File: src/logic/pirq_pkg.sv
// package for the peripheral interrupt request bank: offsets, field positions, resets
// assumes an 8-bit register view placed in the low bits of a 32-bit wishbone word
package pirq_pkg;
  localparam int unsigned PIRQ_AW = 4;
  // word offsets as byte addresses
  localparam logic [PIRQ_AW-1:0] PIRQ_OFS_FLAGS_1 = 4'h0;
  localparam logic [PIRQ_AW-1:0] PIRQ_OFS_FLAGS_2 = 4'h4;
  localparam logic [PIRQ_AW-1:0] PIRQ_OFS_ENABLES_1 = 4'h8;
  localparam logic [PIRQ_AW-1:0] PIRQ_OFS_ENABLES_2 = 4'hc;
  localparam logic [PIRQ_AW-3:0] PIRQ_IDX_PRIORITY_1 = 2'h0;
  // second bank: priority 1, core control, reset control and request status words
  localparam logic [PIRQ_AW-1:0] PIRQ_OFS_PRIORITY_1 = 4'h0;
  localparam logic [PIRQ_AW-1:0] PIRQ_OFS_CORE_CTRL = 4'h4;
  localparam logic [PIRQ_AW-1:0] PIRQ_OFS_RESET_CTRL = 4'h8;
  localparam logic [PIRQ_AW-1:0] PIRQ_OFS_REQ_STATUS = 4'hc;
  // flag register 1 bit positions
  localparam int unsigned PIRQ_B_PARPORT = 7;
  localparam int unsigned PIRQ_B_CONV = 6;
  localparam int unsigned PIRQ_B_RX = 5;
  localparam int unsigned PIRQ_B_TX = 4;
  localparam int unsigned PIRQ_B_SSP = 3;
  localparam int unsigned PIRQ_B_CC1 = 2;
  localparam int unsigned PIRQ_B_T2 = 1;
  localparam int unsigned PIRQ_B_T1 = 0;
  // flag register 2 bit positions
  localparam int unsigned PIRQ_B_MEMWR = 4;
  localparam int unsigned PIRQ_B_BCOL = 3;
  localparam int unsigned PIRQ_B_LVD = 2;
  localparam int unsigned PIRQ_B_T3 = 1;
  localparam int unsigned PIRQ_B_CC2 = 0;
  localparam int unsigned PIRQ_W2 = 5;
  // core control / reset control bit positions
  localparam int unsigned PIRQ_B_GLOBAL_EN = 7;
  localparam int unsigned PIRQ_B_GROUP_EN = 6;
  localparam int unsigned PIRQ_B_PRIO_MODE = 7;
  // reset values, fixed second-bank priority and second-bank mask
  localparam logic [7:0] PIRQ_RST_FLAGS = 8'h00;
  localparam logic [7:0] PIRQ_RST_ENABLES = 8'h00;
  localparam logic [7:0] PIRQ_RST_PRIO = 8'hff;
  localparam logic [7:0] PIRQ_PRIO_2_FIXED = 8'h1f;
  localparam logic [7:0] PIRQ_MASK_2 = 8'h1f;
  localparam logic [31:0] PIRQ_RD_DEFAULT = 32'h0000_0000;
endpackage

File: src/logic/pirq_bank.sv
// peripheral interrupt flag, enable and priority bank with a classic wishbone slave
// assumes event inputs are one-cycle pulses synchronous to clk_sys_i; rx/tx levels come
// from the serial unit, which sees rx_buffer reads and tx_buffer writes itself
`timescale 1ns/100ps
module pirq_bank #(
  parameter int unsigned ADDR_W = 5
) (
  input wire logic clk_sys_i,
  input wire logic rstn_i,
  input wire logic wb_cyc_i,
  input wire logic wb_stb_i,
  input wire logic wb_we_i,
  input wire logic [ADDR_W-1:0] wb_adr_i,
  input wire logic [3:0] wb_sel_i,
  input wire logic [31:0] wb_dat_i,
  output logic [31:0] wb_dat_o,
  output logic wb_ack_o,
  input wire logic parport_access_i,
  input wire logic conv_done_i,
  input wire logic rx_buffer_full_i,
  input wire logic tx_buffer_empty_i,
  input wire logic sync_serial_done_i,
  input wire logic capcmp_one_event_i,
  input wire logic timer_two_match_i,
  input wire logic timer_one_ovf_i,
  input wire logic mem_write_done_i,
  input wire logic bus_collision_i,
  input wire logic low_voltage_i,
  input wire logic timer_three_ovf_i,
  input wire logic capcmp_two_event_i,
  output logic irq_high_o,
  output logic irq_low_o,
  output logic [7:0] req_1_o,
  output logic [4:0] req_2_o
);
  import pirq_pkg::*;

  // bank select is the bit just above the offset; other widths have no decode
  if (ADDR_W != PIRQ_AW + 1) begin : g_bad_addr_w
    $error("pirq_bank: ADDR_W must be PIRQ_AW + 1");
  end

  logic [7:0] flags_1_q;
  logic [4:0] flags_2_q;
  logic [7:0] en_1_q;
  logic [4:0] en_2_q;
  logic [7:0] prio_1_q;
  logic global_en_q;
  logic group_en_q;
  logic prio_mode_q;
  logic ack_q;
  logic [31:0] rdata_q;
  logic req_hi_q;
  logic req_lo_q;
  logic [7:0] req_1_q;
  logic [4:0] req_2_q;

  logic access;
  logic wr;
  logic bank;
  logic [PIRQ_AW-1:0] ofs;
  logic [7:0] wbyte;
  logic [7:0] ev_1;
  logic [4:0] ev_2;
  logic [7:0] live_1;
  logic [7:0] flags_1_rd;
  logic [12:0] pend;
  logic [12:0] prio_all;
  logic any_hi;
  logic any_lo;

  // a new access starts only when ack is low; gives one wait state and a gap between
  assign access = wb_cyc_i && wb_stb_i && !ack_q;
  assign wr = access && wb_we_i && wb_sel_i[0];
  assign bank = wb_adr_i[ADDR_W-1];
  assign ofs = wb_adr_i[PIRQ_AW-1:0];
  assign wbyte = wb_dat_i[7:0];

  function automatic logic hit(input logic b, input logic [PIRQ_AW-1:0] o,
                               input logic want_b, input logic [PIRQ_AW-1:0] want_o);
    hit = (b == want_b) && (o == want_o);
  endfunction

  // event vectors in register bit order
  always_comb begin
    ev_1 = 8'h00;
    ev_1[PIRQ_B_PARPORT] = parport_access_i;
    ev_1[PIRQ_B_CONV] = conv_done_i;
    ev_1[PIRQ_B_SSP] = sync_serial_done_i;
    ev_1[PIRQ_B_CC1] = capcmp_one_event_i;
    ev_1[PIRQ_B_T2] = timer_two_match_i;
    ev_1[PIRQ_B_T1] = timer_one_ovf_i;
    ev_2 = 5'h00;
    ev_2[PIRQ_B_MEMWR] = mem_write_done_i;
    ev_2[PIRQ_B_BCOL] = bus_collision_i;
    ev_2[PIRQ_B_LVD] = low_voltage_i;
    ev_2[PIRQ_B_T3] = timer_three_ovf_i;
    ev_2[PIRQ_B_CC2] = capcmp_two_event_i;
  end

  // rx/tx bits are live status, not stored
  always_comb begin
    live_1 = flags_1_q;
    live_1[PIRQ_B_RX] = rx_buffer_full_i;
    live_1[PIRQ_B_TX] = tx_buffer_empty_i;
    flags_1_rd = live_1;
  end

  // sticky flags; an event in the clearing cycle wins over the write
  always_ff @(posedge clk_sys_i) begin
    if (!rstn_i) begin
      flags_1_q <= PIRQ_RST_FLAGS;
    end else if (wr && hit(bank, ofs, 1'b0, PIRQ_OFS_FLAGS_1)) begin
      flags_1_q <= (wbyte & ~8'h30) | ev_1;
    end else begin
      flags_1_q <= flags_1_q | ev_1;
    end
  end

  always_ff @(posedge clk_sys_i) begin
    if (!rstn_i) begin
      flags_2_q <= PIRQ_RST_FLAGS[4:0];
    end else if (wr && hit(bank, ofs, 1'b0, PIRQ_OFS_FLAGS_2)) begin
      flags_2_q <= wbyte[4:0] | ev_2;
    end else begin
      flags_2_q <= flags_2_q | ev_2;
    end
  end

  always_ff @(posedge clk_sys_i) begin
    if (!rstn_i) begin
      en_1_q <= PIRQ_RST_ENABLES;
      en_2_q <= PIRQ_RST_ENABLES[4:0];
      prio_1_q <= PIRQ_RST_PRIO;
    end else begin
      if (wr && hit(bank, ofs, 1'b0, PIRQ_OFS_ENABLES_1)) begin
        en_1_q <= wbyte;
      end
      if (wr && hit(bank, ofs, 1'b0, PIRQ_OFS_ENABLES_2)) begin
        en_2_q <= wbyte[4:0];
      end
      if (wr && hit(bank, ofs, 1'b1, PIRQ_OFS_PRIORITY_1)) begin
        prio_1_q <= wbyte;
      end
    end
  end

  always_ff @(posedge clk_sys_i) begin
    if (!rstn_i) begin
      global_en_q <= 1'b0;
      group_en_q <= 1'b0;
      prio_mode_q <= 1'b0;
    end else begin
      if (wr && hit(bank, ofs, 1'b1, PIRQ_OFS_CORE_CTRL)) begin
        global_en_q <= wbyte[PIRQ_B_GLOBAL_EN];
        group_en_q <= wbyte[PIRQ_B_GROUP_EN];
      end
      if (wr && hit(bank, ofs, 1'b1, PIRQ_OFS_RESET_CTRL)) begin
        prio_mode_q <= wbyte[PIRQ_B_PRIO_MODE];
      end
    end
  end

  // pending = flag and enable; second bank has no priority register here, fixed high
  assign pend = {live_1 & en_1_q, flags_2_q & en_2_q};
  assign prio_all = {prio_1_q, PIRQ_PRIO_2_FIXED[4:0]};
  assign any_hi = |(pend & prio_all);
  assign any_lo = |(pend & ~prio_all);

  always_ff @(posedge clk_sys_i) begin
    if (!rstn_i) begin
      req_hi_q <= 1'b0;
      req_lo_q <= 1'b0;
      req_1_q <= 8'h00;
      req_2_q <= 5'h00;
    end else begin
      req_1_q <= pend[12:5];
      req_2_q <= pend[4:0];
      if (prio_mode_q) begin
        // high requests need the global bit, low ones the group bit
        req_hi_q <= any_hi && global_en_q;
        req_lo_q <= any_lo && group_en_q;
      end else begin
        // priority bits ignored, all on high output
        req_hi_q <= (|pend) && group_en_q && global_en_q;
        req_lo_q <= 1'b0;
      end
    end
  end

  assign irq_high_o = req_hi_q;
  assign irq_low_o = req_lo_q;
  assign req_1_o = req_1_q;
  assign req_2_o = req_2_q;

  // read mux, registered with the ack
  always_ff @(posedge clk_sys_i) begin
    if (!rstn_i) begin
      ack_q <= 1'b0;
      rdata_q <= PIRQ_RD_DEFAULT;
    end else begin
      ack_q <= access;
      rdata_q <= PIRQ_RD_DEFAULT;
      if (access && !wb_we_i) begin
        case ({bank, ofs})
          {1'b0, PIRQ_OFS_FLAGS_1}: rdata_q[7:0] <= flags_1_rd;
          {1'b0, PIRQ_OFS_FLAGS_2}: rdata_q[4:0] <= flags_2_q;
          {1'b0, PIRQ_OFS_ENABLES_1}: rdata_q[7:0] <= en_1_q;
          {1'b0, PIRQ_OFS_ENABLES_2}: rdata_q[4:0] <= en_2_q;
          {1'b1, PIRQ_OFS_PRIORITY_1}: rdata_q[7:0] <= prio_1_q;
          {1'b1, PIRQ_OFS_CORE_CTRL}: begin
            rdata_q[PIRQ_B_GLOBAL_EN] <= global_en_q;
            rdata_q[PIRQ_B_GROUP_EN] <= group_en_q;
          end
          {1'b1, PIRQ_OFS_RESET_CTRL}: rdata_q[PIRQ_B_PRIO_MODE] <= prio_mode_q;
          {1'b1, PIRQ_OFS_REQ_STATUS}: rdata_q[1:0] <= {req_hi_q, req_lo_q};
          default: rdata_q <= PIRQ_RD_DEFAULT;
        endcase
      end
    end
  end

  assign wb_ack_o = ack_q;
  assign wb_dat_o = rdata_q;
endmodule

File: config.mk
export PLATFORM = sky130hd
export DESIGN_NAME = pirq_bank
export DESIGN_NICKNAME = d
export VERILOG_FILES = /design/src/logic/pirq_pkg.sv /design/src/logic/pirq_bank.sv
export SDC_FILE = /design/constraint.sdc
export NUM_CORES = 1
export LEC_CHECK = 0
export BUFFER_PORTS_ARGS = -buffer_cell sky130_fd_sc_hd__clkbuf_2
export CORE_ASPECT_RATIO = 2
export CORE_MARGIN = 2
export CORE_UTILIZATION = 26
export CTS_BUF_LIST = sky130_fd_sc_hd__clkbuf_2 sky130_fd_sc_hd__clkbuf_4 sky130_fd_sc_hd__clkbuf_8
export DETAILED_ROUTE_END_ITERATION = 10
export GPL_ROUTABILITY_DRIVEN = 1
export SYNTH_ARGS = -nofsm -noshare
export SYNTH_HDL_FRONTEND = slang
export SYNTH_SLANG_ARGS = --single-unit
File: constraint.sdc
create_clock -name clk_sys_i -period 1.94 [get_ports clk_sys_i]
set_clock_uncertainty 0.2 [all_clocks]
set_input_delay 0.194 -clock clk_sys_i [delete_from_list [all_inputs] [get_ports clk_sys_i]]
set_output_delay 0.194 -clock clk_sys_i [all_outputs]
set_load 0.02 [all_outputs]
# Word-level counts from Yosys, hierarchy flattened
# Cells that the tools add are included.
# classes
eq_ne	10
mux	8
bitwise_logic	10
n_reduce_logical	32
# ops
cell	count
$reduce_or 13->1	3
$and 13x13->13	2
$logic_and 1x1->1	23
$eq 5x5->1 const B	4
$or 8x8->8	2
$pmux 3 s5	1
$not 13->13	1
$pmux 2 s6	1
$eq 5x4->1 const B	2
$or 5x5->5	2
$and 8x8->8	1
$eq 4x4->1 const B	2
$mux 8	1
$and 5x5->5	1
$eq 5x3->1 const B	1
$logic_not 5->1	1
$mux 5	1
$pmux 1 s5	1
$eq 4x3->1 const B	1
$logic_not 4->1	1
$pmux 1 s4	1
$reduce_and 2->1	2
$pmux 1 s3	1
$logic_not 1->1	2
2 further kinds	2
# totals
register_bits	85
in_bits	59
out_inout_bits	48
elab_cells	75

# Logic depth before layout (Yosys ltp)
# depth
depth_word	6
ltp_mapped	6

# Least setup slack after synthesis
# Ideal clock, no wire load.
# synth_timing
path_kind	flip-flop to flip-flop
startpoint	register ack_q (netlist: wb_ack_o)
endpoint	register flags_1_q[0]
arrival_ps	1362
t_required_ps	1618
setup_slack_ps	256
path_stages_with_launch	6
n_path_buf	1
period_less_slack_ps	1684
cell_sequence	dfxtp_1 -> and3b_1 -> clkbuf_1 -> nand4_1 -> or3_1 -> o311a_1
# synth_between
elab_chain_len	6
# synth_lines
element	line	text
from (decl)	pirq_bank.sv:51	logic ack_q;
from (signal assigned)	pirq_bank.sv:202	ack_q <= access;
$logic_not 1->1	pirq_bank.sv:73	assign access = wb_cyc_i && wb_stb_i && !ack_q;
$logic_and 1x1->1	pirq_bank.sv:73	
$logic_and 1x1->1 (2 in series)	pirq_bank.sv:74	assign wr = access && wb_we_i && wb_sel_i[0];
$logic_and 1x1->1	pirq_bank.sv:113	end else if (wr && hit(bank, ofs, 1'b0, PIRQ_OFS_FLAGS_1)) begin
$mux 8	pirq_bank.sv:113	
to (signal assigned)	pirq_bank.sv:114	flags_1_q <= (wbyte & ~8'h30) | ev_1;
to (signal assigned)	pirq_bank.sv:116	flags_1_q <= flags_1_q | ev_1;
to (decl)	pirq_bank.sv:43	logic [7:0] flags_1_q;
# Every way passes these cells.
# A chain may end at the register's enable or synchronous reset.

# Worst setup path in the final report
# layout_timing
startpoint	input port wb_cyc_i
endpoint	register flags_2_q[4]
# layout_between
elab_chain_len	6
# layout_lines
element	line	text
from (decl)	pirq_bank.sv:10	input wire logic wb_cyc_i,
$logic_and 1x1->1 (2 in series)	pirq_bank.sv:73	
$logic_and 1x1->1 (2 in series)	pirq_bank.sv:74	
$logic_and 1x1->1	pirq_bank.sv:123	end else if (wr && hit(bank, ofs, 1'b0, PIRQ_OFS_FLAGS_2)) begin
$mux 5	pirq_bank.sv:123	
to (signal assigned)	pirq_bank.sv:122	flags_2_q <= PIRQ_RST_FLAGS[4:0];
to (signal assigned)	pirq_bank.sv:124	flags_2_q <= wbyte[4:0] | ev_2;
to (signal assigned)	pirq_bank.sv:126	flags_2_q <= flags_2_q | ev_2;
to (decl)	pirq_bank.sv:44	logic [4:0] flags_2_q;
# Every way passes these cells.

==> key figures <==
STA
  • Pins Over Slew Limit: 0
  • Worst slew margin: 0.596
  • Achievable Freq: 0.545 GHz
  • Transition time of the tightest slew-check pin: 0.605 ns
  • Ratio of final minimum period to clock period: 0.946
  • RSZ-0062 raised after global routing: false
  • Count of endpoints failing setup in the final report: 0
  • Final number of hold-violating endpoints: 0
  • Fin crit period: approximately 1.8 ns
  • Setup TNS Final: 0 ns
  • Worst setup slack after layout: 0.104 ns

Clocking
  • Number of H-tree levels: 3
  • Root buffer cell: clkbuf_8
  • Clk pin slew, worst setup/hold paths: 0.06 ns
  • Total CTS buffers: 9
  • Worst-case clock buffer depth: 2
  • Clock Sinks: 59
  • TritonCTS clock tree: yes
  • Skew-Pair Late Insertion Delay: 0.34 ns

Synth
  • Register area share after synthesis: 0.420
  • Area of the mapped netlist: 2810 um^2
  • Count of flip-flops with a built-in enable after synthesis: 0
  • Leading register cell type out of synthesis: dfxtp_1
  • Synth warnings: 0
  • Count of mapped cells out of synthesis: 294
  • Mean Syn Cell Area: 9.57 um^2
  • Register bit total from synthesis: 59
  • Library cells used by synthesis: 49
  • Async set or reset register ratio after synthesis: 0

Cells and area
  • Area growth syn-to-layout: 30.2%
  • Final Instance Area: approximately 3700 um^2
  • Leading cell types in the layout, fill and taps excluded: 59 x dfxtp_1, 55 x clkbuf_2, 29 x mux2i_1, 27 x nand2_1, 25 x dlygate4sd3_1
  • Number of nets at the end of the flow: 444
  • Fraction of final layout cells with drive strength greater than 1: 0.256
  • Most frequent standard cell in the layout excluding fill and tap cells: dfxtp_1
  • Diode count: 0

Hold path
  • Min-delay worst type: input port to register

Route
  • DRC: 0
  • 1st-iter DRT viols: 162
  • Detailed-route vias per instance: 4.97
  • Wire length after detailed routing: 8330 um
  • Via count: 2620
  • Count of TritonRoute iterations in the first routing pass: 4
  • WL per Instance: 15.8 um
  • Final antenna-violating net count: 0

Worst setup path
  • Top fanout value on the critical path: 6
  • Worst setup SP type: input port
  • Signal arrival time at the worst endpoint: 1.86 ns
  • Critical Path Sink Type: register
  • Crit path kind: input port to register
  • Data required, critical path: 1.97 ns

Global route
  • Met3 layer usage reported by global route: 0.0328
  • Initial antenna violation count: 0
  • Pin count of the biggest net entering global routing: 51
  • Global route hottest layer: met2
  • Total grt overflow: 0
  • GRT Overall Usage: 0.149
  • Vias in the first global route: 2590
  • Met2 track utilization from global routing: 0.267
  • Global-route wire length before repair: between 10000 and 15000 um
  • GR Util met1: 0.138

Placement
  • DPL Wire Length: 6240 um
  • Post-Place Worst Slack: around 0.12 ns
  • Placed Instance Area: 3230 um^2
  • Input/output buffers: 55
  • GPL Wtd Cong: 0.902

Outcome
  • Run status: finished, final reports clean

Power and ir drop
  • Power density over cell area: 694 nW/um^2
  • Reported leakage power: 0.00156 uW
  • Maximum vdd drop: 0.000280 V

Floorplanning
  • Initial cell density of the core: 0.267
  • Die area: 11700 um^2
  • Horiz. Die Dim: 77.5 um
  • Site Rows: 53
  • Core area: 10500 um^2
  • Die Y: between 150 and 200 um
  • # IOs: 107

Run
  • Max_cap viols: 0
## critical path: stages
cell	delay (ns)
dlygate4sd3_1	0.53
clkbuf_2	0.12
and3b_2	0.26
nand4_1	0.24
or3_1	0.38
o311a_1	0.13
## cell usage after synthesis, types with 2 or more instances
library cell / number / area (um^2)
dfxtp_1: 59 / 1180
mux2i_1: 29 / 290
nand2_1: 27 / 101
buf_4: 25 / 188
nor2b_1: 19 / 119
and3_1: 14 / 87.6
or3_1: 12 / 75.1
nand3_1: 11 / 55.1
o311a_1: 11 / 110
clkbuf_1: 10 / 37.5
nand4_1: 7 / 43.8
nor2_1: 7 / 26.3
a21oi_1: 4 / 20.0
a222oi_1: 4 / 40.0
a22oi_1: 4 / 30.0
and2_1: 3 / 18.8
buf_2: 3 / 15.0
mux2_2: 3 / 33.8
o21ai_0: 3 / 15.0
o2bb2ai_1: 3 / 26.3
a22o_1: 2 / 17.5
inv_1: 2 / 7.51
nor3_1: 2 / 10.0
nor3_2: 2 / 20.0
nor4_1: 2 / 12.5
o22a_1: 2 / 17.5
o22ai_1: 2 / 12.5
## path summary, 6_finish.rpt
kind                       startpoint                      end  slack, ns  depth (start not counted)
max                          wb_cyc_i  flags_2_q[4]$_SDFF_PN0_       0.10                          6
min reg2reg  global_en_q$_SDFFE_PN0P_    irq_high_o$_SDFF_PN0_       0.31                          2
min                       wb_adr_i[2]   wb_dat_o[5]$_SDFF_PN0_       0.12                          3
max reg2reg   flags_2_q[0]$_SDFF_PN0_    irq_high_o$_SDFF_PN0_       0.13                          4
## sequential cells by signal, summed over array words and instances (netlist names)
name	cells
en_1_q	8
prio_1_q	8
req_1_o	8
wb_dat_o	8
flags_1_q	6
en_2_q	5
flags_2_q	5
req_2_o	5
global_en_q	1
group_en_q	1
irq_high_o	1
irq_low_o	1
prio_mode_q	1
wb_ack_o	1
## metal layers
layer / vias to the layer above / part of all wire
li1: 1224 / -
met1: 1238 / 0.34
met2: 122 / 0.53
met3: 36 / 0.057
met4: 0 / 0.075
met5: - / 0
## through the flow
step,hold slack [ns],std cells,total power (uW),util
after floorplan,0.0725,317,1440,-
after global placement,0.216,486,1500,0.306
after detailed placement,0.218,486,1500,0.306
after CTS,0.111,527,2570,0.347
after global routing,0.145,527,2650,0.347
final,0.122,527,2540,0.347
## final cells by class
| type | count | area, um^2 |
|---|---|---|
| Fill cell | 1101 | 6880 |
| Multi-Input combinational cell | 217 | 1460 |
| Sequential cell | 59 | 1180 |
| Timing Repair Buffer | 96 | 658 |
| Clock buffer | 14 | 174 |
| Tap cell | 137 | 171 |
| Clock inverter | 2 | 10.0 |
| Inverter | 2 | 7.51 |
## timing repair
action,4_1_cts,5_1_grt
endpoints found under the hold margin,27,0
setup endpoints to repair,0,5
hold buffers,25,0
resized for setup,0,2
buffers inserted,0,0
## where the power goes
part / internal, uW / switching (uW) / total [uW]
Clock: 572 / 456 / 1030
Combinational: 111 / 151 / 262
Sequential: 1230 / 23.7 / 1250
## cells by family after synthesis
group / synth area share
DFF: 0.420
buffers and inverters: 0.0921
and+or+nand+nor: 0.246
muxes: 0.115
other: 0.00133
AOI/OAI and AO/OA: 0.125
Power figures use the tool's default switching activity.
